==> src/timer_io_ac_map.vh <==
// constants for the register a and c function select decode
`ifndef TIMER_IO_AC_MAP_VH
`define TIMER_IO_AC_MAP_VH

// field positions inside the 4-bit select
`define SEL_MODE_BIT 3
`define SEL_LEVEL_BIT 2
`define SEL_ACT_HI 1
`define SEL_ACT_LO 0

// reset value of every select field
`define SEL_RESET 4'h0

// compare actions held in bits 1..0
`define ACT_NONE 2'h0
`define ACT_LOW 2'h1
`define ACT_HIGH 2'h2
`define ACT_TOGGLE 2'h3

// capture codes
`define CAP_RISE 4'h8
`define CAP_FALL 4'h9

// depth of the pin input synchroniser
`define PIN_SYNC_STAGES 3

`endif

==> src/timer_io_control_ac.v <==
// function select decode for general registers a and c of channel 0 and register a of channel 1
`include "timer_io_ac_map.vh"

module timer_io_control_ac #(
	parameter CNT_W = 16
) (
	// clock and reset
	input wire clk,
	input wire reset,
	// function selects and mode
	input wire [3:0] ch0_reg_a_function_sel,
	input wire [3:0] ch0_reg_c_function_sel,
	input wire [3:0] ch1_reg_a_function_sel,
	input wire buffer_a_enable,
	// counters and compare matches
	input wire [CNT_W-1:0] ch0_counter,
	input wire [CNT_W-1:0] ch1_counter,
	input wire ch0_match_a,
	input wire ch0_match_c,
	input wire ch1_match_a,
	// pins
	input wire ch0_pin_a_in,
	output wire ch0_pin_a_out,
	output wire ch0_pin_a_oe,
	input wire ch0_pin_c_in,
	output wire ch0_pin_c_out,
	output wire ch0_pin_c_oe,
	input wire ch1_pin_a_in,
	output wire ch1_pin_a_out,
	output wire ch1_pin_a_oe,
	// captures
	output wire ch0_capture_a,
	output wire [CNT_W-1:0] ch0_general_register_a,
	output wire ch0_capture_c,
	output wire [CNT_W-1:0] ch0_general_register_c,
	output wire ch1_capture_a,
	output wire [CNT_W-1:0] ch1_general_register_a,
	// software wrote a forbidden code
	output wire setting_error
);

	// synchronised pin edges
	wire a0_rise;
	wire a0_fall;
	wire c0_rise;
	wire c0_fall;
	wire a1_rise;
	wire a1_fall;
	// decoded controls, one set per unit
	wire c0_live;
	wire a0_cmp;
	wire c0_cmp;
	wire a1_cmp;
	wire a0_hit;
	wire c0_hit;
	wire a1_hit;
	wire a0_fresh;
	wire c0_fresh;
	wire a1_fresh;
	// unit state
	reg [3:0] a0_sel_q;
	reg [3:0] c0_sel_q;
	reg [3:0] a1_sel_q;
	reg a0_oe_q;
	reg c0_oe_q;
	reg a1_oe_q;
	reg a0_out_q;
	reg c0_out_q;
	reg a1_out_q;
	reg a0_cap_q;
	reg c0_cap_q;
	reg a1_cap_q;
	reg [CNT_W-1:0] a0_val_q;
	reg [CNT_W-1:0] c0_val_q;
	reg [CNT_W-1:0] a1_val_q;
	reg a0_err_q;
	reg c0_err_q;
	reg a1_err_q;

	// compare codes: bit 3 clear and a nonzero action in bits 1..0
	function compare_code;
		input [3:0] code;
		begin
			compare_code = ~code[`SEL_MODE_BIT] & (code[1:0] != `ACT_NONE);
		end
	endfunction

	// capture codes 1000, 1001 and 101x pick which pin edges latch the counter
	function capture_hit;
		input [3:0] code;
		input rise;
		input fall;
		begin
			capture_hit = 1'b0;
			if (code[`SEL_MODE_BIT] && !code[`SEL_LEVEL_BIT]) begin
				if (code == `CAP_RISE) begin
					capture_hit = rise;
				end else if (code == `CAP_FALL) begin
					capture_hit = fall;
				end else begin
					capture_hit = rise | fall;
				end
			end
		end
	endfunction

	// codes 11xx: no capture and no drive, only the error flag
	function prohibited_code;
		input [3:0] code;
		begin
			prohibited_code = code[`SEL_MODE_BIT] & code[`SEL_LEVEL_BIT];
		end
	endfunction

	// next pin level; a fresh compare code wins over a match in the same cycle
	function next_level;
		input [3:0] code;
		input cmp;
		input fresh;
		input match;
		input level;
		begin
			next_level = level;
			if (!cmp) begin
				next_level = 1'b0;
			end else if (fresh) begin
				next_level = code[`SEL_LEVEL_BIT];
			end else if (match) begin
				case (code[1:0])
					`ACT_LOW: begin
						next_level = 1'b0;
					end
					`ACT_HIGH: begin
						next_level = 1'b1;
					end
					`ACT_TOGGLE: begin
						next_level = ~level;
					end
					default: begin
						next_level = level;
					end
				endcase
			end
		end
	endfunction

	// every pin passes its own three-stage synchroniser
	pin_unit u_sync_a0 (
		.clk(clk),
		.reset(reset),
		.pin_in(ch0_pin_a_in),
		.rise(a0_rise),
		.fall(a0_fall)
	);
	pin_unit u_sync_c0 (
		.clk(clk),
		.reset(reset),
		.pin_in(ch0_pin_c_in),
		.rise(c0_rise),
		.fall(c0_fall)
	);
	pin_unit u_sync_a1 (
		.clk(clk),
		.reset(reset),
		.pin_in(ch1_pin_a_in),
		.rise(a1_rise),
		.fall(a1_fall)
	);

	// compare and capture decode; register c goes quiet while it buffers a
	assign c0_live = ~buffer_a_enable;
	assign a0_cmp = compare_code(ch0_reg_a_function_sel);
	assign c0_cmp = c0_live & compare_code(ch0_reg_c_function_sel);
	assign a1_cmp = compare_code(ch1_reg_a_function_sel);
	assign a0_hit = capture_hit(ch0_reg_a_function_sel, a0_rise, a0_fall);
	assign c0_hit = c0_live & capture_hit(ch0_reg_c_function_sel, c0_rise, c0_fall);
	assign a1_hit = capture_hit(ch1_reg_a_function_sel, a1_rise, a1_fall);
	// initial level goes out on entry to compare, e.g. when buffering ends, or on a new code
	assign a0_fresh = a0_cmp & (~a0_oe_q | (ch0_reg_a_function_sel != a0_sel_q));
	assign c0_fresh = c0_cmp & (~c0_oe_q | (ch0_reg_c_function_sel != c0_sel_q));
	assign a1_fresh = a1_cmp & (~a1_oe_q | (ch1_reg_a_function_sel != a1_sel_q));

	// channel 0 register a: pin drive, capture latch and error flag
	always @(posedge clk or posedge reset) begin
		if (reset) begin
			a0_sel_q <= `SEL_RESET;
			a0_oe_q <= 1'b0;
			a0_out_q <= 1'b0;
			a0_cap_q <= 1'b0;
			a0_val_q <= {CNT_W{1'b0}};
			a0_err_q <= 1'b0;
		end else begin
			a0_sel_q <= ch0_reg_a_function_sel;
			a0_oe_q <= a0_cmp;
			a0_out_q <= next_level(ch0_reg_a_function_sel, a0_cmp, a0_fresh,
				ch0_match_a, a0_out_q);
			a0_cap_q <= a0_hit;
			if (a0_hit) begin
				a0_val_q <= ch0_counter;
			end
			a0_err_q <= prohibited_code(ch0_reg_a_function_sel);
		end
	end

	// channel 0 register c: same job, silenced while it buffers register a
	always @(posedge clk or posedge reset) begin
		if (reset) begin
			c0_sel_q <= `SEL_RESET;
			c0_oe_q <= 1'b0;
			c0_out_q <= 1'b0;
			c0_cap_q <= 1'b0;
			c0_val_q <= {CNT_W{1'b0}};
			c0_err_q <= 1'b0;
		end else begin
			c0_sel_q <= ch0_reg_c_function_sel;
			c0_oe_q <= c0_cmp;
			c0_out_q <= next_level(ch0_reg_c_function_sel, c0_cmp, c0_fresh,
				ch0_match_c, c0_out_q);
			c0_cap_q <= c0_hit;
			if (c0_hit) begin
				c0_val_q <= ch0_counter;
			end
			c0_err_q <= c0_live & prohibited_code(ch0_reg_c_function_sel);
		end
	end

	// channel 1 register a, same coding as channel 0
	always @(posedge clk or posedge reset) begin
		if (reset) begin
			a1_sel_q <= `SEL_RESET;
			a1_oe_q <= 1'b0;
			a1_out_q <= 1'b0;
			a1_cap_q <= 1'b0;
			a1_val_q <= {CNT_W{1'b0}};
			a1_err_q <= 1'b0;
		end else begin
			a1_sel_q <= ch1_reg_a_function_sel;
			a1_oe_q <= a1_cmp;
			a1_out_q <= next_level(ch1_reg_a_function_sel, a1_cmp, a1_fresh,
				ch1_match_a, a1_out_q);
			a1_cap_q <= a1_hit;
			if (a1_hit) begin
				a1_val_q <= ch1_counter;
			end
			a1_err_q <= prohibited_code(ch1_reg_a_function_sel);
		end
	end

	// outputs straight from the unit registers
	assign ch0_pin_a_out = a0_out_q;
	assign ch0_pin_a_oe = a0_oe_q;
	assign ch0_pin_c_out = c0_out_q;
	assign ch0_pin_c_oe = c0_oe_q;
	assign ch1_pin_a_out = a1_out_q;
	assign ch1_pin_a_oe = a1_oe_q;
	assign ch0_capture_a = a0_cap_q;
	assign ch0_general_register_a = a0_val_q;
	assign ch0_capture_c = c0_cap_q;
	assign ch0_general_register_c = c0_val_q;
	assign ch1_capture_a = a1_cap_q;
	assign ch1_general_register_a = a1_val_q;

	// forbidden codes are flagged; c is exempt while buffering
	assign setting_error = a0_err_q | a1_err_q | c0_err_q;

endmodule // timer_io_control_ac

==> src/pin_unit.v <==
// one pin input: three-stage synchroniser and edge strobes for input capture
`include "timer_io_ac_map.vh"

module pin_unit (
	// clock and reset
	input wire clk,
	input wire reset,
	// pin
	input wire pin_in,
	// one-cycle strobes on a change of the agreed level
	output wire rise,
	output wire fall
);

	reg [`PIN_SYNC_STAGES-1:0] sync_q;
	reg level_q;
	wire agree;

	// three stage synchroniser; only stage two reads stage one
	always @(posedge clk or posedge reset) begin
		if (reset) begin
			sync_q <= {`PIN_SYNC_STAGES{1'b0}};
		end else begin
			sync_q <= {sync_q[1:0], pin_in};
		end
	end

	// a change counts once stages two and three agree, so a one-cycle runt is dropped
	assign agree = (sync_q[1] == sync_q[2]);

	// agreed level; resets low, the idle level of a released pin in this system
	always @(posedge clk or posedge reset) begin
		if (reset) begin
			level_q <= 1'b0;
		end else if (agree) begin
			level_q <= sync_q[2];
		end
	end

	// edges of the agreed level, one cycle each
	assign rise = agree & sync_q[2] & ~level_q;
	assign fall = agree & ~sync_q[2] & level_q;

endmodule // pin_unit

==> config.mk <==
export PLATFORM = sky130hd
export DESIGN_NAME = timer_io_control_ac
export DESIGN_NICKNAME = d
export VERILOG_FILES = /design/src/timer_io_control_ac.v /design/src/pin_unit.v
export VERILOG_INCLUDE_DIRS = /design/src
export SDC_FILE = /design/constraint.sdc
export NUM_CORES = 1
export LEC_CHECK = 0
export CORE_ASPECT_RATIO = 1.4
export CORE_MARGIN = 2
export CORE_UTILIZATION = 50
export CTS_BUF_LIST = sky130_fd_sc_hd__clkbuf_2
export CTS_CLUSTER_DIAMETER = 60
export DETAILED_ROUTE_END_ITERATION = 10
export DONT_BUFFER_PORTS = 1
export GPL_ROUTABILITY_DRIVEN = 1
export GPL_TIMING_DRIVEN = 0
export MAX_ROUTING_LAYER = met4
export PLACE_DENSITY_LB_ADDON = 0.2
export SYNTH_ARGS = -nofsm -noshare
export SYNTH_HDL_FRONTEND = slang
export SYNTH_HIERARCHICAL = 1
export SYNTH_SLANG_ARGS = --single-unit
==> constraint.sdc <==
create_clock -name clk -period 2.65 [get_ports clk]
set_input_delay 0.265 -clock clk [delete_from_list [all_inputs] [get_ports clk]]
set_output_delay 0.265 -clock clk [all_outputs]
set_load 0.03 [all_outputs]
# == Word level (Yosys, flattened, before mapping) ==
# Cells that the tools add are included.
# totals
ff_bits,84
out_inout_bits,58
elab_cells,132
input_bits,53
latch_bits,0
rom_bits,0
ramBits,0
n_memories,0
# op_classes
n_shift,0
order_cmp,0
n_bitwise,48
addsub,0
div_mod_pow,0
eq_ne,27
n_mul,0
n_mux,21
reduce_logical,12
# ops
op,count
bitwise AND 1 bit,24
== test 4 bit (second input constant),6
2-to-1 mux 1 bit,18
NOT 1 bit,16
!= test 5 x 1 -> 1 bit (second input constant),3
== test 2 bit (second input constant),6
!= test 4 bit,3
!= test 3 x 2 -> 1 bit (second input constant),3
one-hot mux 1 bit (3 select lines),3
OR 1 bit,8
== test 2 x 1 -> 1 bit (second input constant),3
AND reduction 2 bit,3
nonzero test 2 bit,3
== test 1 bit,3
logical AND 1 bit,3
zero test 1 bit,3

# == Logic depth before layout (Yosys ltp) ==
# Gate-level depths: netlist of the first run.
# depth
ltp_word,8
ltp_mapped,8
mapped_depth_nobuf,7

# == Cells and area by module ==
# Netlist of the first run, hierarchy kept.
# by_module_without_submodules
mod,seq_area_each_um2,instances,area_per_inst_um2,cells_per_inst
timer_io_control_ac,1801.7,1,2990.4,206
pin_unit,100.1,3,163.9,12

# == Worst setup path after synthesis of the first run ==
# Ideal clock, no wire load.
# synth_timing
kind,reg-to-reg
startpoint,reg u_sync_a1.sync_q[1]
endpoint,"reg a1_val_q[15], in the netlist ch1_general_register_a[15]"
n_path_buf,1
required_ns,2.525
t_arrival_ns,1.728
stages_incl_launch_ff,8
slack_ns,0.797
setup_time_ns,0.125
period_less_slack_ns,1.853
cell_sequence,dfrtp_1 ha_1 nor2b_1 a21boi_1 a21oi_1 nor3b_2 buf_6 mux2_2
# synth_via
elab_chain_len,7
word_cells_on_any_way,9
cone_classes,eq/ne: 1; mux: 3; bitwise: 5
# synth_rtl
item,line,text
"start, declared",pin_unit.v:15,reg [`PIN_SYNC_STAGES-1:0] sync_q;
"start signal, assigned",pin_unit.v:22,sync_q <= {`PIN_SYNC_STAGES{1'b0}};
"start signal, assigned",pin_unit.v:24,"sync_q <= {sync_q[1:0], pin_in};"
== test 1 bit (*),pin_unit.v:29,assign agree = (sync_q[1] == sync_q[2]);
bitwise AND 1 bit (*) (2 in series),pin_unit.v:41,assign rise = agree & sync_q[2] & ~level_q;
named net a1_rise,timer_io_control_ac.v:47,wire a1_rise;
OR 1 bit,timer_io_control_ac.v:101,capture_hit = rise | fall;
2-to-1 mux 1 bit,timer_io_control_ac.v:98,end else if (code == `CAP_FALL) begin
2-to-1 mux 1 bit (*),timer_io_control_ac.v:96,if (code == `CAP_RISE) begin
2-to-1 mux 1 bit (*),timer_io_control_ac.v:95,if (code[`SEL_MODE_BIT] && !code[`SEL_LEVEL_BIT]) begin
named net a1_hit,timer_io_control_ac.v:56,wire a1_hit;
"end signal, assigned",timer_io_control_ac.v:234,a1_val_q <= {CNT_W{1'b0}};
"end signal, assigned",timer_io_control_ac.v:243,a1_val_q <= ch1_counter;
"end, declared",timer_io_control_ac.v:75,reg [CNT_W-1:0] a1_val_q;
# The timed path passes the listed nets; every way through them passes the cells marked *.
# A chain may end at the register's enable or synchronous reset.

# == Final worst setup path of the first run ==
# layout_timing
startpoint,reg u_sync_a1.sync_q[1]
endpoint,"reg a1_val_q[4], in the netlist ch1_general_register_a[4]"
# The elaborated chain is that of the path after synthesis.

==> results of run 1 <==
==> layer usage <==
layer	GRT usage	routed length, um	vias up
met2	0.303	3410	68
met5	-	0	-
met4	0.0865	118	0
li1	-	-	950
met1	0.197	2440	1021
met3	0.0450	398	10
==> area by class of cell <==
cell class,count,area [um2]
well taps,95,119
clock inverters,7,75.1
plain buffers,3,33.8
repair buffers,50,500
inverters,24,92.6
multi-input cells,131,1260
fillers,542,2620
flip-flops and latches,84,2100
clock buffers,9,45.0
==> critical path, cell delays in order (launching register included) <==
cell      delay [ps]
dfrtp_1          430
ha_1             140
nor2b_1          110
a21boi_1         150
a21oi_1           60
nor3b_2          590
buf_6            240
mux2_2           350
==> registers in the layout, summed over array words and instances (netlist names), 3 cells and up <==
| name | cells |
|---|---|
| u_sync_a0/sync_q | 3 |
| c0_sel_q | 4 |
| a1_sel_q | 4 |
| ch0_general_register_a | 16 |
| u_sync_c0/sync_q | 3 |
| a0_sel_q | 4 |
| ch1_general_register_a | 16 |
| ch0_general_register_c | 16 |
| u_sync_a1/sync_q | 3 |
==> metrics by stage <==
| stage | util | instances | total power, mW | setup TNS [ps] |
|---|---|---|---|---|
| floorplan | - | 242 | 2.55 | 0 |
| global placement | 0.526 | 337 | 2.64 | -15480 |
| finish | 0.617 | 403 | 3.39 | 0 |
| global route | 0.617 | 403 | 3.56 | 0 |
| CTS | 0.617 | 403 | 3.41 | 0 |
| detailed placement | 0.526 | 337 | 2.67 | 0 |
==> cells in the mapped netlist (2+ instances only) <==
cell      instances  share of area
dfrtp_1          84           0.60
mux2_2           48           0.16
inv_1            24          0.026
ha_1             18          0.065
xnor2_1           9          0.023
o21ai_0           8          0.011
and2_1            6          0.011
a21oi_1           4         0.0057
nor2_1            4         0.0043
buf_6             3         0.0097
mux2_4            3          0.013
nand2_1           3         0.0032
nor2b_1           3         0.0054
a21boi_1          2         0.0043
nand3_1           2         0.0029
o211ai_1          2         0.0043
==> what timing repair did <==
action	CTS	global route
setup buffers	0	0
gates resized for setup	0	0
hold buffers	50	0
hold endpoints to repair	159	0
==> placed cells by master, fill, tap and decap left out, types with 2 or more instances in the layout <==
cell type	netlist	final
dfrtp_1	84	84
dlygate4sd3_1	0	50
mux2_2	48	48
inv_1	24	23
ha_1	18	18
xnor2_1	9	9
clkbuf_2	0	9
o21ai_0	8	8
and2_1	6	6
a21oi_1	4	4
nor2_1	4	4
buf_6	3	3
nand2_1	3	3
nor2b_1	3	3
mux2_4	3	3
a21boi_1	2	2
o211ai_1	2	2
nand3_1	2	2
clkinv_2	0	2
clkinv_4	0	2
inv_6	0	2
==> logic make-up after synthesis <==
kind of cell / share of synthesized area
adders and majority gates: 0.0647
DFF: 0.604
xor gates and xnor gates: 0.0252
muxes: 0.168
AOI/OAI and AO/OA: 0.0485
buffers and inverters: 0.0356
and+or+nand+nor: 0.0543
==> power breakdown <==
part           leakage [nW]  switching (mW)  internal (mW)
logic                 0.826           0.157          0.283
clock network        0.0766           0.458          0.226
registers              1.02           0.711           1.55
==> worst max path at each step <==
stage                                       endpoint  depth (start not counted)
after detailed placement  ch1_general_register_a[15]                          7
after global routing       ch1_general_register_a[4]                          7
after global placement     ch0_general_register_c[6]                          1
after floorplan                             a0_err_q                          1
final                      ch1_general_register_a[4]                          7
after CTS                  ch1_general_register_a[4]                          7
==> qor.txt, run 1 <==
Critical Path AT - 2590 ps
Root Driver - clkbuf_2
Crit start category - flop
Post-Syn Area - 3480 um2
Syn Area/Cell - 14.4 um2
IO Port Bufs - 0
Primary FF master, synth - dfrtp_1
RSZ-0062 raised after global routing - no
Endpoints failing setup - 0
Hold path start - ch0_reg_c_function_sel[3]
Crit Path Max Fanout - 10
Yosys warns - 6
Maximum clock insertion buffer count - 2
Mapped Nets - 313
Endpoint, Worst Hold - ch0_pin_c_out
Worst Setup End Kind - flop
Post-synth EDFFs - 0
Outcome - finished, final reports clean
Hold-critical path depth - 4
Drt via density - 5.08
Terminus of the critical flop-to-flop path - ch1_general_register_a[4]
Pre-CTS setup slack - 463 ps
Async set or reset register ratio after synthesis - 1.00
Register area share after synthesis - 0.604
Measured slew at the worst slew-check pin - 871 ps
Clk sinks - 84
F_max - 0.462 GHz
Detailed Route Iter0 Violations - 75
Fin. Hold Viols - 0
Slew Limit Fails - 0
CP Class - reg2reg
Clock latency on the worst-skew pair - 540 ps
DRC Markers - 0
Register bit total from synthesis - 84
VDD IR-drop max - 0.593 mV
Critical Path RT - 3080 ps
Final period util - 0.817
Max-slew headroom - 0.419
Global Route Usage Sum - 0.180
Placed Area - 3600 um2
# rows - 36
Power per cell area - 801 nW/um2
Antenna Cells - 0
H-tree depth - 3
CTS tree - built
Die Ht - 103 um
Gr ovfl total - 0
Max-cap viol count - 0
Remaining antenna violation count - 0
Setup ws final - 484 ps
Ports - 111
Routed wire length - 6.37 mm
Core area - 6850 um2
Largest net degree at the start of global routing - 73
DR WL/cell - 15.8 um
Area growth from synthesis to layout - 21.3%
Via Count - 2049
Worst R2R Start - u_sync_a1/sync_q[1]
CTS clock-pin slew for the worst setup and hold paths - 230 ps
Layout Skew - 21.3 ps
Reg2reg path depth - 7
Initial core utilization - 0.509
Post-Syn Instances - 242
Tmin final - 2170 ps
Reg2reg setup slack - 480 ps
Pleak - 1.93 nW
Vias in the first global route - 2163
Finished Cell Area - 4220 um2
Initial antenna violation count - 0
Hold Path Class - in2reg
Fin Hold WS - 53.3 ps
Yosys cell types - 35
Router iterations before antenna repair - 4
CTS buffer count - 9
Worst setup path start - u_sync_a1/sync_q[1]
Nets - 374
Final HPWL DP - 4.21 mm
First-pass GRT wire length - 9.99 mm
Die area - 7660 um2
Chip width - 74.5 um
Layout cells sized above 1 - 0.247
GPL Wtd Cong - 0.764
(Power assumes the default switching activity.)
==> inputs of run 2 (changes only) <==
--- a/config.mk
+++ b/config.mk
@@ -6,6 +6,7 @@
 export SDC_FILE = /design/constraint.sdc
 export NUM_CORES = 1
 export LEC_CHECK = 0
+export ABC_AREA = 1
 export CORE_ASPECT_RATIO = 1.4
 export CORE_MARGIN = 2
 export CORE_UTILIZATION = 50
==> constraint.sdc (replaced) <==
create_clock -name clk -period 1.75 [get_ports clk]
set_input_delay 0.175 -clock clk [delete_from_list [all_inputs] [get_ports clk]]
set_output_delay 0.175 -clock clk [all_outputs]
set_load 0.03 [all_outputs]
==> run 2 against run 1 <==
Compared with the run above:
- highest routed layer unchanged
- via count is 31% higher
- non-clock buffer count increased by 10
- critical endpoint is now setting_error
- worst setup slack worse by 350 ps
- sequential share of layout area down 3.0 points
==> qor.txt, run 2 <==
Max-slew headroom - 0.459 (was 0.419)
CTS buffer count - 9 (unchanged)
Die Ht - 105 um (was 103 um)
Fin. Hold Viols - 0 (unchanged)
Measured slew at the worst slew-check pin - 810 ps (was 871 ps)
Net switching power - 1.99 mW (was 1.33 mW)
GPL Wtd Cong - 0.813 (was 0.764)
Register area share after synthesis - 0.577 (was 0.604)
Outcome - finished, final reports clean (unchanged)
Clk pwr share - 0.243 (was 0.202)
Yosys cell types - 24 (was 35)
Count leader, synth - nand2_1 (was dfrtp_1)
IO Port Bufs - 0 (unchanged)
Commonest cells after routing, fill and taps aside - 138 x nand2_1, 84 x dfrtp_1, 64 x inv_1 (was 84 x dfrtp_1, 50 x dlygate4sd3_1, 48 x mux2_2)
Hold buffer count at CTS - 54 (was 50)
Detailed Route Iter0 Violations - 120 (was 75)
Drt via density - 4.79 (was 5.08)
Slew Limit Fails - 0 (unchanged)
Hold Path Class - in2reg (unchanged)
Crit start category - flop (unchanged)
Synth top area share - 0.577 (was 0.604)
Post-Syn Area - 3650 um2 (was 3480 um2)
Worst R2R Start - u_sync_a0/sync_q[1] (was u_sync_a1/sync_q[1])
Antenna Cells - 0 (unchanged)
Die area - 8000 um2 (was 7660 um2)
Vias in the first global route - 2688 (was 2163)
Mapped Nets - 464 (was 313)
Power per cell area - 1160 nW/um2 (was 801 nW/um2)
Post-synth EDFFs - 0 (unchanged)
CTS clock-pin slew for the worst setup and hold paths - 220 ps (was 230 ps)
Routed wire length - 7.51 mm (was 6.37 mm)
Global Route Usage Sum - 0.206 (was 0.180)
Largest cells by area after synthesis - dfrtp_1 58%, nand2_1 14%, inv_1 6.7% (was dfrtp_1 60%, mux2_2 16%, ha_1 6.5%)
First-pass GRT wire length - 12.6 mm (was 9.99 mm)
Post-Syn Instances - 393 (was 242)
Clock latency on the worst-skew pair - 520 ps (was 540 ps)
Most common cell after layout, fill and taps aside - nand2_1 (was dfrtp_1)
Pleak - 2.41 nW (was 1.93 nW)
Crit Path Max Fanout - 1 (was 10)
Tmin final - 1620 ps
Yosys warns - 6 (unchanged)
Critical Path AT - 1440 ps (was 2590 ps)
Switch share - 0.381 (was 0.392)
Comb pwr share - 0.127 (was 0.130)
Endpoints failing setup - 0 (unchanged)
Clk sinks - 84 (unchanged)
Area growth from synthesis to layout - 23.2% (was 21.3%)
Primary FF master, synth - dfrtp_1 (unchanged)
RSZ-0062 raised after global routing - no (unchanged)
Leading area contributor after synthesis - dfrtp_1 (unchanged)
H-tree depth - 3 (unchanged)
CP Class - reg2out (was reg2reg)
Initial antenna violation count - 0 (unchanged)
Remaining antenna violation count - 0 (unchanged)
Async set or reset register ratio after synthesis - 1.00 (unchanged)
Critical path cell sequence - or3_1 (was ha_1 > nor2b_1 > a21boi_1 > a21oi_1 > nor3b_2 > buf_6 > mux2_2)
Synth top cells by count - 138 x nand2_1, 84 x dfrtp_1, 65 x inv_1, 21 x nor2_1 (was 84 x dfrtp_1, 48 x mux2_2, 24 x inv_1, 18 x ha_1, 9 x xnor2_1)
Endpoint, Worst Hold - ch0_pin_a_out (was ch0_pin_c_out)
Max-cap viol count - 0 (unchanged)
Hold-critical path depth - 6 (was 4)
Router iterations before antenna repair - 4 (unchanged)
Final Power - 5.23 mW (was 3.39 mW)
VDD IR-drop max - 1.05 mV (was 0.593 mV)
CTS tree - built (unchanged)
Critical Path RT - 1570 ps (was 3080 ps)
Root Driver - clkbuf_2 (unchanged)
Core area - 7030 um2 (was 6850 um2)
Reg2reg path depth - 9 (was 7)
Post-cts resize count - 0 (unchanged)
Initial core utilization - 0.519 (was 0.509)
Layout Skew - 9.56 ps (was 21.3 ps)
Maximum clock insertion buffer count - 2 (unchanged)
Worst path max stage delay - 520 ps (was 590 ps)
Final period util - 0.924
F_max - 0.618 GHz
Gr ovfl total - 0 (unchanged)
Post-CTS Setup Bufs - 0 (unchanged)
DR WL/cell - 13.4 um (was 15.8 um)
Ports - 111 (unchanged)
Via Count - 2677 (was 2049)
Crit-path slowest cell - or3_1 (was nor3b_2)
Hold path start - ch0_reg_a_function_sel[1] (was ch0_reg_c_function_sel[3])
Largest net degree at the start of global routing - 38 (was 73)
Terminus of the critical flop-to-flop path - ch0_general_register_a[10] (was ch1_general_register_a[4])
Syn Area/Cell - 9.28 um2 (was 14.4 um2)
Layout cells sized above 1 - 0.0991 (was 0.247)
Sequential Power Share - 0.629 (was 0.668)
WP buf/inv - 0 (was 1)
Pint - 3.24 mW (was 2.06 mW)
# rows - 36 (unchanged)
Delay-heaviest family, CP - simple AND/OR/NAND/NOR gates (unchanged)
Reg2reg setup slack - 170 ps (was 480 ps)
Nets - 530 (was 374)
Setup TNS - 0 ps (unchanged)
Worst Setup End Kind - output port (was flop)
Chip width - 76.2 um (was 74.5 um)
Register bit total from synthesis - 84 (unchanged)
DRC Markers - 0 (unchanged)
Final HPWL DP - 5.07 mm (was 4.21 mm)
## run 2: changes by cell type in the layout (fill, tap and decap cells not counted), sizes merged, moves of 6 or more
cell,before,now
o21ai,8,35
nor2,4,21
and2,6,0
inv,26,65
nand2,3,141
xnor2,9,3
buf,3,9
mux2,51,0
## run 2: worst max-delay path by stage
stage | start | endpoint | slack (ps) | cells past startpoint
finish | a1_err_q | setting_error | 130 | 1
global route | a1_err_q | setting_error | 20 | 1
CTS | a1_err_q | setting_error | 50 | 1
detailed placement | u_sync_a0/sync_q[1] | ch0_general_register_a[10] | 190 | 9
global placement | u_sync_a0/sync_q[1] | ch0_general_register_a[1] | 240 | 8
floorplan | u_sync_a1/sync_q[1] | ch1_general_register_a[2] | 360 | 10
## run 2: per-layer routing
metal | part of all wire | vias up | wire (um) | global-route usage
met1 | 0.40 | 1262 | 3010 | 0.228
met5 | 0 | - | 0 | -
met3 | 0.063 | 8 | 475 | 0.0708
met4 | 0.011 | 0 | 80 | 0.0805
met2 | 0.53 | 90 | 3940 | 0.343
li1 | - | 1317 | - | -
## run 2: tightest hold or removal path: cells and delay by family
kind	cells	cell delay (ps)
compound gates	1	80
fa+ha+maj	1	140
simple gates	4	210
## run 2: cell families after synthesis
family          share of synthesized area
compound gates                     0.0731
xor+xnor                          0.00721
fa+ha+maj                          0.0618
buf+inv                            0.0878
flops                               0.577
simple gates                        0.194
## run 2: power by group through the flow
stage          Clock (mW)  Sequential [mW]  Combinational (mW)
6_report             1.27             3.29               0.667
5_1_grt              1.41             3.33               0.789
4_1_cts              1.33             3.29               0.674
3_5_place_dp            0             3.33               0.559
3_3_place_gp            0             3.33               0.526
2_1_floorplan           0             3.24               0.465
## run 2: stage by stage
step                area, um2  worst slack, ps  hold slack, ps  utilization  instances
finish                   4490              133            85.2        0.639        559
global route             4490             15.5            32.6        0.639        559
CTS                      4490             49.0            8.94        0.639        559
detailed placement       3790              194           -44.7        0.539        489
global placement         3770              235           -48.6        0.536        488
floorplan                3650              358           -58.9            -        393
## run 2: layout make-up
type,count,area (um2)
Inverter,66,256
Sequential cell,84,2100
Clock buffer,10,50.0
Multi-Input combinational cell,235,1220
Timing Repair Buffer,55,561
Clock inverter,6,113
Buffer,8,67.6
Fill cell,613,2530
Tap cell,95,119
